$ cat src/periph_gate_pkg.sv
// Constants for the peripheral module clock gate block.
package periph_gate_pkg;
	localparam int ADDR_W = 5;
	localparam logic [ADDR_W-1:0] GATE_ONE_OFS   = 5'h00;
	localparam logic [ADDR_W-1:0] GATE_TWO_OFS   = 5'h04;
	localparam logic [ADDR_W-1:0] GATE_THREE_OFS = 5'h08;
	localparam logic [ADDR_W-1:0] GATE_FOUR_OFS  = 5'h0c;
	localparam logic [ADDR_W-1:0] GATE_FIVE_OFS  = 5'h10;
	localparam int NUM_REGS = 5;
	// Implemented bits of each gate register; all others read zero.
	localparam logic [31:0] GATE_ONE_MASK   = 32'h0000_1001;
	localparam logic [31:0] GATE_TWO_MASK   = 32'h0000_0003;
	localparam logic [31:0] GATE_THREE_MASK = 32'h01ff_01ff;
	localparam logic [31:0] GATE_FOUR_MASK  = 32'h0000_01ff;
	localparam logic [31:0] GATE_FIVE_MASK  = 32'h0000_0003;
	localparam logic [31:0] GATE_RESET      = 32'h0000_0000;
	localparam int ADC_BIT      = 0;
	localparam int VREF_BIT     = 12;
	localparam int CMP1_BIT     = 0;
	localparam int CMP2_BIT     = 1;
	localparam int CAPTURE_LSB  = 0;
	localparam int COMPARE_LSB  = 16;
	localparam int TIMER_LSB    = 0;
	localparam int UART1_BIT    = 0;
	localparam int UART2_BIT    = 1;
	localparam int NUM_UNITS    = 9;
	localparam logic [1:0] RESP_OKAY   = 2'b00;
	localparam logic [1:0] RESP_SLVERR = 2'b10;
endpackage

$ cat src/periph_gate.sv
// Peripheral module disable registers with per-peripheral clock enables.
//
// The implementer's own choices: the placing of the registers and the AXI4-Lite interface to the registers.
`timescale 1ns/10ps
module periph_gate
	import periph_gate_pkg::*;
#(
	parameter int UNITS = NUM_UNITS
) (
	input  wire logic              i_mclk,          // System clock, 100 MHz.
	input  wire logic              i_rst_n,         // Synchronous reset, active low.
	input  wire logic [ADDR_W-1:0] s_axi_awaddr,    // Write address.
	input  wire logic              s_axi_awvalid,   // Write address valid.
	output logic                   s_axi_awready,   // Write address ready.
	input  wire logic [31:0]       s_axi_wdata,     // Write data.
	input  wire logic [3:0]        s_axi_wstrb,     // Write byte strobes.
	input  wire logic              s_axi_wvalid,    // Write data valid.
	output logic                   s_axi_wready,    // Write data ready.
	output logic [1:0]             s_axi_bresp,     // Write response.
	output logic                   s_axi_bvalid,    // Write response valid.
	input  wire logic              s_axi_bready,    // Write response ready.
	input  wire logic [ADDR_W-1:0] s_axi_araddr,    // Read address.
	input  wire logic              s_axi_arvalid,   // Read address valid.
	output logic                   s_axi_arready,   // Read address ready.
	output logic [31:0]            s_axi_rdata,     // Read data.
	output logic [1:0]             s_axi_rresp,     // Read response.
	output logic                   s_axi_rvalid,    // Read data valid.
	input  wire logic              s_axi_rready,    // Read data ready.
	output logic                   o_adc_clk_en,    // Converter clock enable.
	output logic                   o_vref_clk_en,   // Voltage reference clock enable.
	output logic [1:0]             o_cmp_clk_en,    // Comparator 1..2 clock enables.
	output logic [UNITS-1:0]       o_capture_clk_en, // Input capture clock enables.
	output logic [UNITS-1:0]       o_compare_clk_en, // Output compare clock enables.
	output logic [UNITS-1:0]       o_timer_clk_en,  // Timer clock enables.
	output logic [1:0]             o_uart_clk_en,   // UART 1..2 clock enables.
	output logic                   o_adc_regs_en,   // Converter register access allowed.
	output logic                   o_vref_regs_en,  // Reference register access allowed.
	output logic [1:0]             o_cmp_regs_en,   // Comparator register access allowed.
	output logic [UNITS-1:0]       o_capture_regs_en, // Capture register access allowed.
	output logic [UNITS-1:0]       o_compare_regs_en, // Compare register access allowed.
	output logic [UNITS-1:0]       o_timer_regs_en, // Timer register access allowed.
	output logic [1:0]             o_uart_regs_en   // UART register access allowed.
);
	// Units past nine would reach bits that the gate registers do not hold.
	if (UNITS < 1 || UNITS > NUM_UNITS) begin : g_bad_units
		$error("UNITS must lie between 1 and 9.");
	end

	logic [31:0]       gate_reg [NUM_REGS];
	logic [31:0]       gate_next [NUM_REGS];
	logic [31:0]       mask [NUM_REGS];
	logic [ADDR_W-1:0] awaddr_reg;
	logic              aw_held_reg;
	logic [31:0]       wdata_reg;
	logic [3:0]        wstrb_reg;
	logic              w_held_reg;
	logic              bvalid_reg;
	logic              awready_reg;
	logic              wready_reg;
	logic [1:0]        bresp_reg;
	logic              arready_reg;
	logic              rvalid_reg;
	logic [31:0]       rdata_reg;
	logic [1:0]        rresp_reg;

	// Unit mask trimmed to the number of units fitted on this variant.
	localparam logic [31:0] UNIT_MASK = 32'((64'h1 << UNITS) - 64'h1);

	assign mask[0] = GATE_ONE_MASK;
	assign mask[1] = GATE_TWO_MASK;
	assign mask[2] = GATE_THREE_MASK & (UNIT_MASK | (UNIT_MASK << COMPARE_LSB));
	assign mask[3] = GATE_FOUR_MASK & UNIT_MASK;
	assign mask[4] = GATE_FIVE_MASK;

	wire              aw_take  = s_axi_awvalid && awready_reg;
	wire              w_take   = s_axi_wvalid && wready_reg;
	wire              aw_ok    = aw_held_reg || aw_take;
	wire              w_ok     = w_held_reg || w_take;
	wire              wr_fire  = aw_ok && w_ok && !bvalid_reg;
	wire              b_done   = bvalid_reg && s_axi_bready;
	wire [ADDR_W-1:0] wr_addr  = aw_held_reg ? awaddr_reg : s_axi_awaddr;
	wire [31:0]       wr_data  = w_held_reg ? wdata_reg : s_axi_wdata;
	wire [3:0]        wr_strb  = w_held_reg ? wstrb_reg : s_axi_wstrb;
	wire [31:0]       wr_bmask = {{8{wr_strb[3]}}, {8{wr_strb[2]}},
	                              {8{wr_strb[1]}}, {8{wr_strb[0]}}};
	wire              wr_hit   = wr_addr[1:0] == 2'b00 && wr_addr[ADDR_W-1:2] < NUM_REGS;
	wire [2:0]        wr_idx   = 3'(wr_addr[ADDR_W-1:2]);
	wire              rd_fire  = s_axi_arvalid && arready_reg;
	wire              rd_hit   = s_axi_araddr[1:0] == 2'b00
	                             && s_axi_araddr[ADDR_W-1:2] < NUM_REGS;
	wire [2:0]        rd_idx   = 3'(s_axi_araddr[ADDR_W-1:2]);

	genvar g;
	generate
		for (g = 0; g < NUM_REGS; g++) begin : g_regs
			// Unassigned bits never store, so they always read zero.
			assign gate_next[g] = (wr_fire && wr_hit && wr_idx == 3'(g))
				? ((gate_reg[g] & ~wr_bmask) | (wr_data & wr_bmask)) & mask[g]
				: gate_reg[g];
			always_ff @(posedge i_mclk) begin
				if (!i_rst_n) begin
					gate_reg[g] <= GATE_RESET;
				end else begin
					gate_reg[g] <= gate_next[g];
				end
			end
		end
	endgenerate

	// The address parks here when it arrives ahead of its data.
	always_ff @(posedge i_mclk) begin
		if (!i_rst_n) begin
			aw_held_reg <= 1'b0;
			awaddr_reg  <= '0;
		end else if (wr_fire) begin
			aw_held_reg <= 1'b0;
		end else if (aw_take) begin
			aw_held_reg <= 1'b1;
			awaddr_reg  <= s_axi_awaddr;
		end
	end

	// The data word parks here when it arrives ahead of its address.
	always_ff @(posedge i_mclk) begin
		if (!i_rst_n) begin
			w_held_reg <= 1'b0;
			wdata_reg  <= '0;
			wstrb_reg  <= '0;
		end else if (wr_fire) begin
			w_held_reg <= 1'b0;
		end else if (w_take) begin
			w_held_reg <= 1'b1;
			wdata_reg  <= s_axi_wdata;
			wstrb_reg  <= s_axi_wstrb;
		end
	end

	always_ff @(posedge i_mclk) begin
		if (!i_rst_n) begin
			bvalid_reg <= 1'b0;
			bresp_reg  <= RESP_OKAY;
		end else if (wr_fire) begin
			bvalid_reg <= 1'b1;
			bresp_reg  <= wr_hit ? RESP_OKAY : RESP_SLVERR;
		end else if (b_done) begin
			bvalid_reg <= 1'b0;
		end
	end

	// Ready drops once a word is parked or answered, so nothing is taken without a handshake.
	always_ff @(posedge i_mclk) begin
		if (!i_rst_n) begin
			awready_reg <= 1'b1;
			wready_reg  <= 1'b1;
		end else if (b_done) begin
			awready_reg <= 1'b1;
			wready_reg  <= 1'b1;
		end else begin
			awready_reg <= awready_reg && !aw_take;
			wready_reg  <= wready_reg && !w_take;
		end
	end

	assign s_axi_awready = awready_reg;
	assign s_axi_wready  = wready_reg;
	assign s_axi_bvalid  = bvalid_reg;
	assign s_axi_bresp   = bresp_reg;

	wire [31:0]       rd_word  = rd_hit ? gate_reg[rd_idx] : 32'h0000_0000;
	wire [1:0]        rd_resp  = rd_hit ? RESP_OKAY : RESP_SLVERR;
	wire              r_done   = rvalid_reg && s_axi_rready;

	always_ff @(posedge i_mclk) begin
		if (!i_rst_n) begin
			arready_reg <= 1'b1;
			rvalid_reg  <= 1'b0;
		end else if (rd_fire) begin
			arready_reg <= 1'b0;
			rvalid_reg  <= 1'b1;
		end else if (r_done) begin
			arready_reg <= 1'b1;
			rvalid_reg  <= 1'b0;
		end
	end

	// Read data is captured once per address and held until the master takes it.
	always_ff @(posedge i_mclk) begin
		if (!i_rst_n) begin
			rdata_reg <= '0;
			rresp_reg <= RESP_OKAY;
		end else if (rd_fire) begin
			rdata_reg <= rd_word;
			rresp_reg <= rd_resp;
		end
	end

	assign s_axi_arready = arready_reg;
	assign s_axi_rvalid  = rvalid_reg;
	assign s_axi_rdata   = rdata_reg;
	assign s_axi_rresp   = rresp_reg;

	// Run levels come from the next register value so the enables move on the write edge.
	wire              adc_on   = !gate_next[0][ADC_BIT];
	wire              vref_on  = !gate_next[0][VREF_BIT];
	wire [1:0]        cmp_on   = ~{gate_next[1][CMP2_BIT], gate_next[1][CMP1_BIT]};
	wire [1:0]        uart_on  = ~{gate_next[4][UART2_BIT], gate_next[4][UART1_BIT]};
	wire [UNITS-1:0]  capture_on;
	wire [UNITS-1:0]  compare_on;
	wire [UNITS-1:0]  timer_on;

	genvar u;
	generate
		for (u = 0; u < UNITS; u++) begin : g_units
			assign capture_on[u] = !gate_next[2][CAPTURE_LSB + u];
			assign compare_on[u] = !gate_next[2][COMPARE_LSB + u];
			assign timer_on[u]   = !gate_next[3][TIMER_LSB + u];
		end
	endgenerate

	// The peripheral bus bridge drops writes and returns junk reads when a regs enable is low.
	always_ff @(posedge i_mclk) begin
		if (!i_rst_n) begin
			o_adc_clk_en  <= 1'b1;
			o_adc_regs_en <= 1'b1;
		end else begin
			o_adc_clk_en  <= adc_on;
			o_adc_regs_en <= adc_on;
		end
	end

	always_ff @(posedge i_mclk) begin
		if (!i_rst_n) begin
			o_vref_clk_en  <= 1'b1;
			o_vref_regs_en <= 1'b1;
		end else begin
			o_vref_clk_en  <= vref_on;
			o_vref_regs_en <= vref_on;
		end
	end

	always_ff @(posedge i_mclk) begin
		if (!i_rst_n) begin
			o_cmp_clk_en  <= '1;
			o_cmp_regs_en <= '1;
		end else begin
			o_cmp_clk_en  <= cmp_on;
			o_cmp_regs_en <= cmp_on;
		end
	end

	always_ff @(posedge i_mclk) begin
		if (!i_rst_n) begin
			o_capture_clk_en  <= '1;
			o_capture_regs_en <= '1;
		end else begin
			o_capture_clk_en  <= capture_on;
			o_capture_regs_en <= capture_on;
		end
	end

	always_ff @(posedge i_mclk) begin
		if (!i_rst_n) begin
			o_compare_clk_en  <= '1;
			o_compare_regs_en <= '1;
		end else begin
			o_compare_clk_en  <= compare_on;
			o_compare_regs_en <= compare_on;
		end
	end

	always_ff @(posedge i_mclk) begin
		if (!i_rst_n) begin
			o_timer_clk_en  <= '1;
			o_timer_regs_en <= '1;
		end else begin
			o_timer_clk_en  <= timer_on;
			o_timer_regs_en <= timer_on;
		end
	end

	// A stopped UART loses any frame in flight; software must idle it before gating.
	always_ff @(posedge i_mclk) begin
		if (!i_rst_n) begin
			o_uart_clk_en  <= '1;
			o_uart_regs_en <= '1;
		end else begin
			o_uart_clk_en  <= uart_on;
			o_uart_regs_en <= uart_on;
		end
	end
endmodule

$ cat config.mk
export PLATFORM = sky130hd
export DESIGN_NAME = periph_gate
export DESIGN_NICKNAME = d
export VERILOG_FILES = /design/src/periph_gate_pkg.sv /design/src/periph_gate.sv
export SDC_FILE = /design/constraint.sdc
export NUM_CORES = 1
export LEC_CHECK = 0
export ABC_AREA = 0
export BUFFER_PORTS_ARGS = -buffer_cell sky130_fd_sc_hd__buf_2
export CAP_MARGIN = 20
export CORE_ASPECT_RATIO = 2
export CORE_MARGIN = 5
export CORE_UTILIZATION = 40
export CTS_CLUSTER_DIAMETER = 40
export CTS_CLUSTER_SIZE = 14
export DETAILED_ROUTE_END_ITERATION = 6
export GPL_TIMING_DRIVEN = 0
export PLACE_DENSITY = 0.68
export SETUP_SLACK_MARGIN = 0.1
export SYNTH_ARGS = -nofsm -noshare
export SYNTH_HDL_FRONTEND = slang
export SYNTH_SLANG_ARGS = --single-unit
$ cat constraint.sdc
create_clock -name i_mclk -period 1.8 [get_ports i_mclk]
set_input_delay 0.09 -clock i_mclk [delete_from_list [all_inputs] [get_ports i_mclk]]
set_output_delay 0.09 -clock i_mclk [all_outputs]
set_load 0.02 [all_outputs]
==> results of run 1 <==
[power by group through the flow]
stage          logic (mW)  registers, mW  clock network [mW]
5_1_grt             0.832           2.82                3.53
2_1_floorplan       0.428           2.88                   0
6_report            0.770           2.81                3.38
3_3_place_gp        0.626           2.86                   0
3_5_place_dp        0.640           2.87                   0
4_1_cts             0.754           2.81                3.42
[metrics by stage]
stage	hold WS (ns)	setup TNS (ns)	area, µm²	cells
after floorplan	0.190	-0.665	5280	542
after global placement	0.305	-15.11	6120	824
after detailed placement	0.330	-16.53	6120	824
after CTS	0.0170	-7.14	7370	910
after global routing	0.0624	-15.28	7470	915
final	0.0300	-9.34	7470	915
[synth_stat cells (2+ instances only)]
library cell	n	area share
a211oi_2	2	0.0048
a21oi_1	32	0.031
a22oi_1	9	0.013
a2bb2oi_1	7	0.012
a32o_1	10	0.019
a32oi_1	10	0.017
and2_1	3	0.0036
buf_1	3	0.0022
buf_2	6	0.0058
buf_4	48	0.069
buf_6	4	0.0087
clkbuf_1	19	0.014
dfxtp_1	122	0.47
inv_1	7	0.0051
mux2_2	23	0.050
mux2i_1	41	0.079
nand2_1	75	0.054
nand2b_1	2	0.0024
nand3_1	15	0.014
nand3b_1	2	0.0029
nor2_1	32	0.023
nor3_1	2	0.0019
o211a_1	11	0.021
o211ai_1	11	0.016
o21ai_0	5	0.0048
[routing by layer]
layer,GRT usage,vias up,part of all wire
li1,-,2259,-
met1,0.176,2223,0.33
met2,0.366,198,0.55
met3,0.0495,60,0.057
met4,0.152,0,0.058
met5,0,-,0
[cell type report]
cell class,instances,share of cell area
Clock buffer,17,0.0570
Sequential cell,122,0.327
Inverter,8,0.00402
Multi-Input combinational cell,331,0.322
Tap cell,152,0.0255
Buffer,81,0.0774
Antenna cell,1,0.000335
Clock inverter,15,0.0220
Timing Repair Buffer,188,0.165
[worst max-delay path, delay by kind of cell (launching register included)]
family	cells	cell delay [ns]
AND/OR/NAND/NOR	2	0.52
buffers and inverters	4	0.49
AO/OA/AOI/OAI	1	0.22
multiplexers	1	0.34
flip-flops	1	0.35
[path summary, 6_finish.rpt]
kind / start / end / slack (ns) / cells after the start
setup / recovery: aw_held_reg / o_cmp_regs_en[0] / -0.24 / 8
hold / removal: s_axi_araddr[0] / s_axi_rdata[12] / 0.03 / 4
setup reg to reg: aw_held_reg / o_cmp_regs_en[0] / -0.24 / 8
hold reg to reg: wstrb_reg[0] / wstrb_reg[0] / 0.45 / 2
[logic make-up (layout without fill, tap and decap cells)]
| kind of cell | Yosys count | in the layout | synth area share |
|---|---|---|---|
| simple gates | 144 | 144 | 0.129 |
| flops | 122 | 122 | 0.470 |
| compound gates | 107 | 107 | 0.158 |
| buf+inv | 89 | 309 | 0.109 |
| mux | 65 | 65 | 0.133 |
| other cells | 1 | 16 | 0.000721 |
[timing repair]
item	CTS	global route
setup endpoints to repair	88	89
gates resized for setup	38	7
gates cloned	1	1
setup buffers	21	3
endpoints found under the hold margin	33	0
pin swaps	12	7
hold buffers	32	0
==> metrics, run 1 <==
global-route wire length before repair=24.0 mm; largest net degree at the start of global routing=17; slew of the pin with the lowest slew margin=0.870 ns; Setup CP Type=flop to flop; worst hold path type=input pin to flop; Final period util=1.13; EDFF count, synth=0; fillers=1116; initial DRC count=183; Max Slew Vio Count=0; cts bufs inserted=17; Skew-Pair Late Insertion Delay=0.42 ns; post-layout util=0.578; Root Buffer Master=clkbuf_16; Peak VDD IR=0.000686 V; Fmax achieved=0.490 GHz; vias in the first global route=4931; post-synth cell types=52; synthesized flop and latch total=122; max-cap violations=0; Most used DFF post-synth=dfxtp_1; Final Hold Viols=0; CP startpoint kind=flop; WP data arrival=2.34 ns; DRT Wirelength=15.3 mm; Reg power frac=0.404; setup ws final=-0.240 ns; Power Internal=5.15 mW; clock skew=0.0121 ns; fraction of power spent switching nets=0.260; dominant cell type by count on the critical path=buf_6; sequential-to-total area share from yosys stat=0.470; Worst EP required=2.10 ns; H-tree Lvls=4; initial antenna violation count=1; commonest non-fill, non-tap cells in the layout=135 x buf_2, 121 x dfxtp_1, 75 x nand2_1, 64 x buf_4, 41 x mux2i_1; worst stage delay on the critical path=0.39 ns; Synthesis Warnings=0; Slew headroom=0.420; share of layout cells above drive strength 1=0.399; Avg WL per Cell=16.7 µm; DRC=0; FF/Latch Area=0.00244 mm²; static leakage=3.28 nW; total gr overflow=0; Initial Util=0.403; CTS Buffer Depth=2; clk sinks=122; IO Port Bufs=130; final setup fails=64; Mapped Cells=528; power share of the clock group=0.486; vias per cell=5.18; status=complete, but fails checks; syn_area_per_cell=9.85 µm²; logic gate share of total power=0.111; CP max-delay cell=or3b_4; ANT nets after route=0; Crit. End Element=flop; crit-path cells=buf_6 > or3b_4 > a211oi_4 > buf_6 > buf_8 > buf_4 > nand4_4 > mux2_4; RSZ-0062 raised after global routing=true; commonest non-fill, non-tap cell in the layout=buf_2; net switching power=1.81 mW; row count=59; area delta synth->final=43.6%; IO Pins=160; Pwr Total=6.96 mW; detailed placement HPWL=11.3 mm; PD cells=932 mW/mm²; core box area=0.0129 mm²; Place WS=-0.400 ns; asr flop ratio synth=0; CTS tree=done; failing checks=setup timing; Worst-path clk slew=0.06 ns; Post-Syn Area=0.00520 mm²; Final #Nets=802; CP max FO=8; Die W=90.6 µm; RePlAce Congestion=0.833; drt pass-1 iters=5; All-Layer GR Usage=0.196; min Tclk post-route=2.04 ns; Vias=4740; die area=0.0155 mm²; die height=171 µm; Multi-input gate area=0.00240 mm²
(Power assumes the default switching activity.)
==> inputs of run 2 (changes only) <==
REMOVE_ABC_BUFFERS = 1   (was unset)
SKIP_CTS_REPAIR_TIMING = 1   (was unset)
==> run 2 against run 1 <==
  * The flow finishes with violations (hold timing, setup timing)
  * Global-route usage down 2.9 points
  * First-iteration DRC count up 28%
  * Combinational power down 3.6%
  * Non-clock buffer count down 78
  * Flip-flop and latch count unchanged
  * Die area unchanged
  * Sequential share of layout area up 2.3 points
  * Clock skew down 0.0019 ns
  * Critical endpoint is now o_vref_regs_en
  * Largest power group unchanged
==> metrics, run 2 (synthesis gave the netlist of run 1 again) <==
initial antenna violation count=0; Slew headroom=0.454; worst hold path type=input pin to flop; fraction of power spent switching nets=0.227; IO Port Bufs=131; row count=59; Die W=90.6 µm; CP max-delay cell=or3b_4; Reg2Reg Setup Slack=-0.16 ns; DRC=0; commonest non-fill, non-tap cells in the layout=131 x buf_2, 119 x dfxtp_1, 75 x nand2_1, 41 x mux2i_1, 35 x dlygate4sd3_1; vias per cell=5.28; Setup CP Type=flop to flop; Power Internal=5.84 mW; initial DRC count=234; final setup fails=60; status=complete, but fails checks; CTS Buffer Depth=2; worst stage delay on the critical path=0.42 ns; CP max FO=9; total cell area at the placement stage=0.00561 mm²; Worst setup startpoint=aw_held_reg; H-tree Lvls=4; Worst EP required=2.09 ns; Worst-path clk slew=0.06 ns; fin area=0.00700 mm²; hold path start=s_axi_awaddr[3]; hold slack=-0.00171 ns; crit-path cells=or3b_4 > a211oi_4 > buf_12 > buf_4 > nand4b_1 > mux2_2; core box area=0.0129 mm²; drt pass-1 iters=5; WP data arrival=2.25 ns; Vias=4433; placed instance count=747; global-route wire length before repair=20.7 mm; Crit. End Element=flop; max-cap violations=0; RSZ-0062 raised after global routing=true; Avg WL per Cell=17.0 µm; Skew-Pair Late Insertion Delay=0.41 ns; area delta synth->final=34.6%; ANT nets after route=0; failing checks=hold timing, setup timing; clk sinks=122; power share of the clock group=0.526; All-Layer GR Usage=0.167; slew of the pin with the lowest slew margin=0.817 ns; total gr overflow=0; die area=0.0155 mm²; Final #Nets=727; DRT Wirelength=14.2 mm; share of layout cells above drive strength 1=0.349; RR Startpoint=aw_held_reg; Max Slew Vio Count=0; IO Pins=160; diode count=0; Root Buffer Master=clkbuf_16; Post-Layout Cell Count=839; min Tclk post-route=1.96 ns; net switching power=1.71 mW; CTS tree=done; Final period util=1.09; cts bufs inserted=17; Initial Util=0.403; PD cells=1080 mW/mm²; Reg power frac=0.376; RePlAce Congestion=0.785; Final Hold Viols=1; CP startpoint kind=flop; logic gate share of total power=0.098; setup ws final=-0.157 ns; detailed placement HPWL=9.39 mm; vias in the first global route=4190; static leakage=2.98 nW; largest net degree at the start of global routing=64; clock skew=0.0103 ns; Peak VDD IR=0.000711 V; Fmax achieved=0.511 GHz; commonest non-fill, non-tap cell in the layout=buf_2; die height=171 µm
## run 2: cell types whose count changed in the layout (fill, tap and decap cells not counted), moves of 5 or more
cell      before  now
clkbuf_2       5    0
a32oi_1        1    9
buf_4         64   19
clkbuf_1      14    1
a32oi_2        7    1
buf_6         12    2
inv_6          6    0
## run 2: final cells by class
| class | count | area, µm² |
|---|---|---|
| inverters | 8 | 31.3 |
| clock buffers | 22 | 484 |
| repair buffers | 191 | 1260 |
| flip-flops and latches | 122 | 2450 |
| fillers | 1091 | 5920 |
| well taps | 152 | 190 |
| clock inverters | 10 | 211 |
| multi-input cells | 334 | 2370 |
## run 2: critical path: cells and delay by family (launching register included)
family / cells / cell delay [ns]
AND/OR/NAND/NOR: 2 / 0.55
buffers and inverters: 2 / 0.29
flip-flops: 1 / 0.40
AO/OA/AOI/OAI: 1 / 0.29
multiplexers: 1 / 0.31
## run 2: worst paths after layout
| kind | endpoint | depth (start not counted) |
|---|---|---|
| worst max-delay path | o_vref_regs_en | 6 |
| worst max register to register | o_vref_regs_en | 6 |
| worst min-delay path | awaddr_reg[3] | 3 |
| worst min register to register | wdata_reg[19] | 2 |
## run 2: layer usage
metal	wire length, µm	part of all wire	vias up	global-route usage
li1	-	-	2109	-
met1	5010	0.35	2132	0.155
met2	7960	0.56	154	0.333
met3	736	0.052	38	0.0411
met4	522	0.037	0	0.0739
met5	0	0	-	0
## run 2: stage by stage
| step | util | setup TNS, ns | setup WS, ns | hold WS, ns | power (mW) |
|---|---|---|---|---|---|
| 2_1_floorplan | - | -67.62 | -1.22 | 0.166 | 3.22 |
| 5_1_grt | 0.542 | -7.90 | -0.203 | 0.0231 | 7.76 |
| 3_5_place_dp | 0.434 | -96.94 | -1.34 | 0.330 | 3.46 |
| 4_1_cts | 0.488 | -75.98 | -1.35 | -0.0952 | 7.41 |
| 3_3_place_gp | 0.430 | -198.59 | -2.39 | 0.323 | 3.42 |
| 6_report | 0.542 | -5.14 | -0.157 | -0.00171 | 7.55 |
## run 2: power groups by stage
stage / clock network [mW] / registers (mW) / logic (mW)
finish: 3.97 / 2.84 / 0.742
CTS: 4.01 / 2.83 / 0.570
floorplan: 0 / 2.91 / 0.314
global route: 4.12 / 2.85 / 0.798
detailed placement: 0 / 2.89 / 0.567
global placement: 0 / 2.90 / 0.517
==> inputs of run 3 (changes only) <==
CELL_PAD_IN_SITES_DETAIL_PLACEMENT = 1   (was unset)
CELL_PAD_IN_SITES_GLOBAL_PLACEMENT = 2   (was unset)
CORE_UTILIZATION = 28   (was 40)
PLACE_DENSITY = 0.77   (was 0.68)
==> run 3 against run 2 <==
  * The flow still finishes with violations (hold timing, setup timing)
  * Global-route usage fell by 2.8 points
  * Die area rose by 39%
  * Sequential power barely moved
  * Hold slack got worse by 0.014 ns
  * Largest cell class is now multi-input gates
==> metrics, run 3 (synthesis gave the netlist of run 1 again) <==
global-route wire length before repair=23.3 mm; Worst-path clk slew=0.06 ns; post-layout util=0.390; Avg WL per Cell=18.0 µm; WP data arrival=2.27 ns; worst reg2reg path depth=6; Worst setup startpoint=aw_held_reg; initial antenna violation count=0; commonest non-fill, non-tap cell in the layout=buf_2; vias in the first global route=4459; crit-path cells=or3_4 > a211oi_4 > buf_12 > buf_12 > nand3_4 > a32o_1; H-tree Lvls=4; Final period util=1.09; share of layout cells above drive strength 1=0.375; setup_tns=-5.02 ns; total cell area at the placement stage=0.00569 mm²; Initial Util=0.284; Crit. End Element=flop; Worst EP required=2.11 ns; largest net degree at the start of global routing=64; Post-Layout Cell Count=898; RePlAce Congestion=0.750; Pwr Total=7.29 mW; cts bufs inserted=17; core box area=0.0183 mm²; fin area=0.00713 mm²; total gr overflow=0; IO Pins=160; Slew headroom=0.434; placed instance count=811; Max Slew Vio Count=0; CTS Buffer Depth=2; Final #Nets=722; CP max-delay cell=or3_4; Skew-Pair Late Insertion Delay=0.42 ns; IO Port Bufs=131; ANT nets after route=0; vias per cell=4.97; DRC=0; area delta synth->final=37.2%; max-cap violations=0; min Tclk post-route=1.97 ns; fillers=2058; RR Startpoint=aw_held_reg; final setup fails=61; failing checks=hold timing, setup timing; PD cells=1020 mW/mm²; DRT Wirelength=16.2 mm; dominant cell type by count on the critical path=buf_12; die area=0.0216 mm²; diode count=0; slew of the pin with the lowest slew margin=0.847 ns; RSZ-0062 raised after global routing=true; setup ws final=-0.165 ns; static leakage=2.95 nW; row count=70; All-Layer GR Usage=0.139; clk sinks=122; worst hold path type=input pin to flop; Peak VDD IR=0.000575 V; Vias=4461; status=complete, but fails checks; CP startpoint kind=flop; Setup CP Type=flop to flop; CP max FO=10; clock skew=0.0110 ns; Fmax achieved=0.509 GHz; hold slack=-0.0153 ns; die height=203 µm; Final Hold Viols=1; Die W=106 µm; initial DRC count=178; Place WS=-1.45 ns; detailed placement HPWL=11.1 mm; CTS tree=done; Root Buffer Master=clkbuf_16; drt pass-1 iters=4; Reg2Reg Setup Slack=-0.17 ns; worst stage delay on the critical path=0.42 ns; commonest non-fill, non-tap cells in the layout=131 x buf_2, 120 x dfxtp_1, 74 x nand2_1, 41 x mux2i_1, 32 x nor2_1
## run 3: changes by cell type in the layout (fill, tap and decap cells not counted), sizes merged
| cell | previous run | this run |
|---|---|---|
| clkinv | 5 | 4 |
| inv | 7 | 10 |
| bufinv | 6 | 4 |
| clkbuf | 22 | 19 |
| and2 | 5 | 4 |
| dlygate4sd3 | 35 | 31 |
| clkinvlp | 0 | 3 |
## run 3: layout make-up
type	instances	area, µm²	area share
Multi-Input combinational cell	333	2480	0.347
Sequential cell	122	2450	0.343
Timing Repair Buffer	187	1260	0.177
Clock buffer	19	453	0.0635
Tap cell	216	270	0.0379
Clock inverter	13	191	0.0268
Inverter	8	32.5	0.00456
## run 3: metal layers
metal  routed length [µm]  up-vias  GRT usage
met5                    0        -          0
met4                  679        0     0.0824
met3                  623       40     0.0302
met2                 8980      120      0.265
met1                 5890     2204      0.132
li1                     -     2097          -
## run 3: worst min path at each step
stage | depth (start not counted) | startpoint | endpoint
floorplan | 1 | i_rst_n | s_axi_arready
global placement | 2 | s_axi_awvalid | s_axi_awready
detailed placement | 2 | s_axi_awvalid | s_axi_awready
CTS | 2 | s_axi_awvalid | s_axi_awready
global route | 2 | i_rst_n | o_compare_clk_en[1]
finish | 3 | s_axi_awaddr[3] | awaddr_reg[3]
## run 3: power by group
part	switching, mW	total [mW]	leakage (nW)	internal [mW]
logic	0.442	0.754	1.65	0.311
registers	0.0713	2.84	0.990	2.77
clock network	1.30	3.70	0.306	2.40
## run 3: critical path, delay by kind of cell (launching register included)
kind	cells	cell delay (ns)
buf+inv	2	0.30
compound gates	2	0.59
flops	1	0.38
simple gates	2	0.57
